`src/zero_cross_pkg.sv`:
```
// Purpose: shared constants for the zero-crossing detector control block
// Assumes: 32-bit apb data, one aligned word per register
// Notes: control layout keeps the 8-bit field positions in the low byte
package zero_cross_pkg;
  localparam int ADDR_W = 4;
  localparam logic [ADDR_W-1:0] OFS_CTRL = 4'h0;
  localparam logic [ADDR_W-1:0] OFS_STAT = 4'h4;
  localparam logic [ADDR_W-1:0] OFS_MASK = 4'h8;
  localparam logic [ADDR_W-1:0] OFS_GATE = 4'hC;
  localparam int CTRL_W = 8;
  localparam int BIT_EN = 7;
  localparam int BIT_OUT = 5;
  localparam int BIT_POL = 4;
  localparam int BIT_RISE = 1;
  localparam int BIT_FALL = 0;
  localparam int BIT_FLAG = 0;
  localparam int BIT_GATE = 0;
  localparam logic RST_EN = 1'b0;
  localparam logic RST_POL = 1'b0;
  localparam logic RST_RISE = 1'b0;
  localparam logic RST_FALL = 1'b0;
  localparam logic RST_MASK = 1'b0;
  localparam logic RST_GATE = 1'b0;
  localparam int SYNC_STAGES = 2;
endpackage
```
`src/crossing_evt_if.sv`:
```
// Purpose: carries detector level and edge settings to the event unit
// Assumes: all signals on clk_sys
// Notes: none
`timescale 1ns/1ps
`default_nettype none
interface crossing_evt_if;
  logic active;
  logic sink_sync;
  logic invert;
  logic rise_en;
  logic fall_en;
  logic level;
  logic event_p;
  modport ctrl (output active, output sink_sync, output invert, output rise_en,
    output fall_en, input level, input event_p);
  modport unit (input active, input sink_sync, input invert, input rise_en,
    input fall_en, output level, output event_p);
endinterface
`default_nettype wire

```
`src/crossing_event_unit.sv`:
```
// Purpose: logic output and crossing event generation
// Assumes: sink_sync already synchronised to clk_sys
// Notes: event_p is a one-cycle pulse
`timescale 1ns/1ps
`default_nettype none
module crossing_event_unit (
  input wire logic clk_sys,
  input wire logic sys_rst,
  input wire logic clk_en,
  crossing_evt_if.unit ev
);
  import zero_cross_pkg::*;
  logic level_nxt;
  logic level_r;
  logic invert_r;
  logic rise_p;
  logic fall_p;
  logic pol_p;

  // inactive detector reads low before inversion
  assign level_nxt = (ev.active & ev.sink_sync) ^ ev.invert;
  assign ev.level = level_r;

  always_ff @(posedge clk_sys or posedge sys_rst) begin
    if (sys_rst) begin
      level_r <= 1'b0;
    end else if (clk_en) begin
      level_r <= level_nxt;
    end
  end

  always_ff @(posedge clk_sys or posedge sys_rst) begin
    if (sys_rst) begin
      invert_r <= RST_POL;
    end else if (clk_en) begin
      invert_r <= ev.invert;
    end
  end

  // edges seen on the inverted value, so a polarity flip is an edge too
  assign rise_p = ~level_r & level_nxt & ev.rise_en;
  assign fall_p = level_r & ~level_nxt & ev.fall_en;
  assign pol_p = invert_r ^ ev.invert;
  assign ev.event_p = clk_en & (rise_p | fall_p | pol_p);
endmodule
`default_nettype wire

```
`src/zero_cross_ctrl.sv`:
```
// Purpose: zero-crossing detector control with apb registers and interrupt
// Assumes: sink_active and detector_default_off arrive asynchronously
// Notes: zero wait-state apb slave while clk_en is high
//
// The address map and the APB register port are this design's own decisions.
`timescale 1ns/1ps
`default_nettype none
module zero_cross_ctrl (
  input wire logic clk_sys,
  input wire logic sys_rst,
  input wire logic clk_en,
  input wire logic psel,
  input wire logic penable,
  input wire logic pwrite,
  input wire logic [zero_cross_pkg::ADDR_W-1:0] paddr,
  input wire logic [31:0] pwdata,
  output logic [31:0] prdata,
  output logic pready,
  output logic pslverr,
  input wire logic detector_default_off,
  input wire logic sink_active,
  output logic detector_active,
  output logic detector_level,
  output logic crossing_irq
);
  import zero_cross_pkg::*;

  crossing_evt_if ev ();

  // one flop would let a metastable strap or comparator level reach the logic
  if (SYNC_STAGES < 2) begin : g_sync_check
    $error("SYNC_STAGES must be at least 2");
  end
  if (CTRL_W <= BIT_EN) begin : g_ctrl_check
    $error("CTRL_W is too narrow for the control bits");
  end

  logic [SYNC_STAGES-1:0] cfg_sync_r;
  logic [SYNC_STAGES-1:0] sink_sync_r;
  logic [SYNC_STAGES-1:0] cfg_fill_r;
  logic cfg_taken_r;
  logic default_off_r;
  logic en_r;
  logic pol_r;
  logic rise_r;
  logic fall_r;
  logic flag_r;
  logic mask_r;
  logic gate_r;
  logic active_r;
  logic active_nxt;
  logic [31:0] prdata_r;
  logic [31:0] rd_nxt;
  logic mapped;
  logic wr_take;
  logic rd_setup;
  logic [CTRL_W-1:0] ctrl_view;

  // the strap and the comparator level both cross into clk_sys here
  always_ff @(posedge clk_sys or posedge sys_rst) begin
    if (sys_rst) begin
      cfg_sync_r <= '0;
      sink_sync_r <= '0;
    end else if (clk_en) begin
      cfg_sync_r <= {cfg_sync_r[SYNC_STAGES-2:0], detector_default_off};
      sink_sync_r <= {sink_sync_r[SYNC_STAGES-2:0], sink_active};
    end
  end

  // the strap synchroniser is held clear in reset, so its output is only
  // worth capturing once a strap value has walked through every stage
  always_ff @(posedge clk_sys or posedge sys_rst) begin
    if (sys_rst) begin
      cfg_fill_r <= '0;
    end else if (clk_en) begin
      cfg_fill_r <= {cfg_fill_r[SYNC_STAGES-2:0], 1'b1};
    end
  end

  // strap caught once after release; later changes are ignored like a fuse
  always_ff @(posedge clk_sys or posedge sys_rst) begin
    if (sys_rst) begin
      cfg_taken_r <= 1'b0;
      default_off_r <= 1'b1;
    end else if (clk_en && !cfg_taken_r && cfg_fill_r[SYNC_STAGES-1]) begin
      cfg_taken_r <= 1'b1;
      default_off_r <= cfg_sync_r[SYNC_STAGES-1];
    end
  end

  assign wr_take = psel & penable & pwrite & clk_en;
  assign rd_setup = psel & ~penable & ~pwrite & clk_en;
  assign mapped = (paddr == OFS_CTRL) | (paddr == OFS_STAT) |
                  (paddr == OFS_MASK) | (paddr == OFS_GATE);
  // pready follows clk_en, so a frozen block simply stalls the bus
  assign pready = clk_en;
  assign pslverr = psel & penable & clk_en & ~mapped;

  // enable bit resets clear, so the detector starts off when default-off is set
  always_ff @(posedge clk_sys or posedge sys_rst) begin
    if (sys_rst) begin
      en_r <= RST_EN;
      pol_r <= RST_POL;
      rise_r <= RST_RISE;
      fall_r <= RST_FALL;
    end else if (wr_take && paddr == OFS_CTRL) begin
      en_r <= pwdata[BIT_EN];
      pol_r <= pwdata[BIT_POL];
      rise_r <= pwdata[BIT_RISE];
      fall_r <= pwdata[BIT_FALL];
    end
  end

  always_ff @(posedge clk_sys or posedge sys_rst) begin
    if (sys_rst) begin
      mask_r <= RST_MASK;
    end else if (wr_take && paddr == OFS_MASK) begin
      mask_r <= pwdata[BIT_FLAG];
    end
  end

  always_ff @(posedge clk_sys or posedge sys_rst) begin
    if (sys_rst) begin
      gate_r <= RST_GATE;
    end else if (wr_take && paddr == OFS_GATE) begin
      gate_r <= pwdata[BIT_GATE];
    end
  end

  // gate only bites when the strap lets software own the detector
  always_comb begin
    if (default_off_r) begin
      active_nxt = en_r & ~gate_r;
    end else begin
      active_nxt = 1'b1;
    end
  end

  always_ff @(posedge clk_sys or posedge sys_rst) begin
    if (sys_rst) begin
      active_r <= 1'b0;
    end else if (clk_en) begin
      active_r <= active_nxt & cfg_taken_r;
    end
  end

  assign ev.active = active_r;
  assign ev.sink_sync = sink_sync_r[SYNC_STAGES-1];
  assign ev.invert = pol_r;
  assign ev.rise_en = rise_r;
  assign ev.fall_en = fall_r;

  crossing_event_unit u_event (
    .clk_sys(clk_sys),
    .sys_rst(sys_rst),
    .clk_en(clk_en),
    .ev(ev)
  );

  // set wins over a write-one clear in the same cycle
  always_ff @(posedge clk_sys or posedge sys_rst) begin
    if (sys_rst) begin
      flag_r <= 1'b0;
    end else if (ev.event_p) begin
      flag_r <= 1'b1;
    end else if (wr_take && paddr == OFS_STAT && pwdata[BIT_FLAG]) begin
      flag_r <= 1'b0;
    end
  end

  always_ff @(posedge clk_sys or posedge sys_rst) begin
    if (sys_rst) begin
      crossing_irq <= 1'b0;
    end else if (clk_en) begin
      crossing_irq <= flag_r & mask_r;
    end
  end

  always_comb begin
    ctrl_view = '0;
    ctrl_view[BIT_EN] = en_r;
    ctrl_view[BIT_OUT] = ev.level;
    ctrl_view[BIT_POL] = pol_r;
    ctrl_view[BIT_RISE] = rise_r;
    ctrl_view[BIT_FALL] = fall_r;
  end

  always_comb begin
    rd_nxt = '0;
    unique case (paddr)
      OFS_CTRL: rd_nxt[CTRL_W-1:0] = ctrl_view;
      OFS_STAT: rd_nxt[BIT_FLAG] = flag_r;
      OFS_MASK: rd_nxt[BIT_FLAG] = mask_r;
      OFS_GATE: rd_nxt[BIT_GATE] = gate_r;
      default: rd_nxt = '0;
    endcase
  end

  // read data sampled in the setup cycle so it comes from a flop
  // limitation: clk_en must be high at the setup edge of a read
  always_ff @(posedge clk_sys or posedge sys_rst) begin
    if (sys_rst) begin
      prdata_r <= '0;
    end else if (rd_setup) begin
      prdata_r <= rd_nxt;
    end
  end

  assign prdata = prdata_r;
  assign detector_active = active_r;
  assign detector_level = ev.level;
endmodule
`default_nettype wire

```
`config.mk`:
```
export PLATFORM = sky130hd
export DESIGN_NAME = zero_cross_ctrl
export DESIGN_NICKNAME = d
export VERILOG_FILES = /design/src/zero_cross_pkg.sv /design/src/crossing_evt_if.sv /design/src/crossing_event_unit.sv /design/src/zero_cross_ctrl.sv
export SDC_FILE = /design/constraint.sdc
export NUM_CORES = 1
export LEC_CHECK = 0
export ABC_AREA = 1
export CAP_MARGIN = 25
export CORE_UTILIZATION = 40
export CTS_CLUSTER_DIAMETER = 40
export DETAILED_ROUTE_END_ITERATION = 8
export DONT_BUFFER_PORTS = 1
export GPL_ROUTABILITY_DRIVEN = 0
export SETUP_SLACK_MARGIN = 0.3
export SYNTH_ARGS = -nofsm -noshare
export SYNTH_HDL_FRONTEND = slang
export SYNTH_HIERARCHICAL = 1
export SYNTH_SLANG_ARGS = --single-unit
export TNS_END_PERCENT = 30
```
`constraint.sdc`:
```
create_clock -name clk_sys -period 0.9 [get_ports clk_sys]
set_input_delay 0.18 -clock clk_sys [delete_from_list [all_inputs] [get_ports clk_sys]]
set_output_delay 0.18 -clock clk_sys [all_outputs]
set_load 0.02 [all_outputs]
```
==> run metrics <==
outcome=finished, violations left; failing checks=hold timing, setup timing; worst path cell trace=buf_6 -> buf_6; initial antenna violation count=0; cell mode on critical path=buf_6; number of global-route vias before repair=903; antenna cells=0; period utilization=127%; min setup slack post-route=-0.243 ns; sequential share of the synthesized area=a little under half; Post-DP HPWL=1760 um; Mapped Cells=between 150 and 200; Clock Tree Buf Depth=2; worst-path fanout max=2; most frequent cells in the layout=42 x nand2_1, 27 x conb_1, 16 x dfrtp_1, 14 x inv_1; CP endpoint kind=output pin; met2 Use GR=23.4%; post-synth cell types=18; vias after detailed routing=974; Yosys top cell area share=around 43%; Initial Utilization=42.7%; Post-Place Cells=211; worst reg2reg setup slack=-0.20 ns; crit-path leading delay family=flip-flops; total chip power=2100 uW; maximum VDD drop=~0.00055 V; total gr overflow=0; site row count=20; Slowest-stage cell, CP=dfrtp_2; cell area power density=around 1400 nW/um^2; RSZ-0062 raised after global routing=true; Post-DRT Antenna Nets=0; required time worst endpoint=0.72 ns; total negative slack=-1.14 ns; H-tree levels=1; clock slew at reported path FFs=0.11 ns; Post-Layout Cell Count=224; Syn Area/Cell=just over 8 sq um; Yosys top cell by area=dfrtp_1; nets=225; fin. max-slew vios=0; GR peak layer=met2; max_cap viols=0; Buf/Inv on CP=2; grt met3 use=3.28%; GRT Overall Usage=between 10% and 20%; Via density=4.35; cts hold-fix bufs=1; register bit total from synthesis=24; die height=59.6 um; Clock Sinks=24; f_max=875 MHz; Fin Hold WS=-0.0640 ns; CTS tree=yes; Largest stage delay, worst path=0.43 ns; largest net degree at the start of global routing=23; Final min period=1.14 ns; Critical Path Source Type=flop; final setup fails=11; clock skew=0.00799 ns; worst path arrival time=0.96 ns; initial DRC count=32; DRC viols=0; Post-Syn Area=1330 sq um; first-pass GRT wire length=3840 um; Setup CP Type=reg2out; final WL=~2300 um; final-report hold violation count=8; CORE AREA=3100 sq um; clock latency on the worst-skew pair=0.31 ns; total I/O pin count=81; layout cell share with drive strength beyond 1=30.0%; YS warnings=6; CTS Buf Count=3; fin util=49.4%; port buffer count=0; Hold Path Class=in2reg; Leakage=0.000779 uW; largest cells by area after synthesis=dfrtp_1 43%, buf_4 16%, nand2_1 13%; DR WL/cell=around 10 um; leading cell type in the layout, fill and taps excluded=nand2_1; Root Driver=clkbuf_4; area grow syn2layout=15.7%; Die X=59.6 um; GR Util met1=19.4%; 1st-pass router iterations=4; DIE AREA=3550 sq um
cells in the mapped netlist:
library cell / number
a21oi_1: 2
buf_4: 29
conb_1: 1
dfrtp_1: 23
dfstp_2: 1
inv_1: 19
inv_2: 1
nand2_1: 47
nand3_1: 10
nand3_2: 3
nand3_4: 1
nand4_1: 2
nor2_1: 6
nor2_2: 2
nor2_4: 2
o21ai_0: 8
o21ai_1: 5
xnor2_1: 1
registers in the layout, summed over array words and instances (netlist names):
name and flops:
cfg_fill_r 2, cfg_sync_r 2, cfg_taken_r 1, crossing_irq 1, default_off_r 1, detector_active 1, en_r 1, ev.fall_en 1
ev.invert 1, ev.rise_en 1, flag_r 1, gate_r 1, mask_r 1, prdata 5, sink_sync_r 2, u_event/ev.level 1
u_event/invert_r 1
timing repair:
action / in CTS / in global routing
resized for setup: 24 / 18
buffers inserted: 4 / 4
pin swaps: 21 / 20
hold endpoints to repair: 33 / 8
endpoints found under the setup margin: 32 / 55
worst register-to-register path, stage by stage (launching register included):
cell and delay (ns):
dfrtp_2 0.43, buf_4 0.14, nand2_1 0.05, nand2_1 0.06, nand3_1 0.07, nand2_1 0.05, nand2_1 0.05, nand2_1 0.04
inv_1 0.06, nand2_1 0.05
power breakdown:
| part | leakage [uW] | internal [uW] | switching, uW |
|---|---|---|---|
| Sequential | 0.000283 | 1150 | 65.3 |
| Combinational | 0.000481 | 152 | 265 |
| Clock | 0.0000150 | 173 | 298 |
| Total | 0.000779 | 1470 | 628 |
per-stage QoR:
| stage | worst slack (ns) | instance area (sq um) |
|---|---|---|
| finish | -0.243 | 1530 |
| CTS | -0.257 | 1430 |
| global placement | -0.104 | 1330 |
| detailed placement | -0.133 | 1330 |
| floorplan | -0.0554 | 1440 |
| global route | -0.288 | 1530 |
area by class of cell:
class / count / area, sq um
Sequential cell: 24 / 611
Inverter: 20 / 75.1
Tap cell: 44 / 55.1
Clock buffer: 4 / 26.3
Fill cell: 312 / 1570
Multi-Input combinational cell: 116 / 607
Timing Repair Buffer: 16 / 160
cells by family (layout without fill, tap and decap cells):
logic type                after synthesis  in the layout  synth area share, %
and+or+nand+nor                        73             73                 25.9
xor gates and xnor gates                1              1                0.660
other                                   1             27                0.283
DFF                                    24             24                 45.4
buffers and inverters                  49             40                 22.1
AOI/OAI and AO/OA                      15             15                 5.66
routing by layer:
metal / vias to the layer above / routed length [um]
li1: 486 / -
met1: 446 / 1060
met2: 38 / 1150
met3: 4 / 108
met4: 0 / 27
met5: - / 0
path summary, 6_finish.rpt:
check / end / cells past startpoint / from
worst max-delay path: detector_active / 2 / detector_active$_DFFE_PP0P_
worst min-delay path: cfg_sync_r[1]$_DFFE_PP0P_ / 1 / clk_en
worst max register to register: flag_r$_DFFE_PP0P_ / 9 / detector_active$_DFFE_PP0P_
worst min register to register: cfg_fill_r[0]$_DFFE_PP0P_ / 2 / cfg_fill_r[0]$_DFFE_PP0P_
max in group asynchronous: default_off_r$_DFFE_PP1P_ / 3 / sys_rst
min in group asynchronous: u_event/ev.level$_DFFE_PP0P_ / 2 / sys_rst
Power figures use the tool's default switching activity.
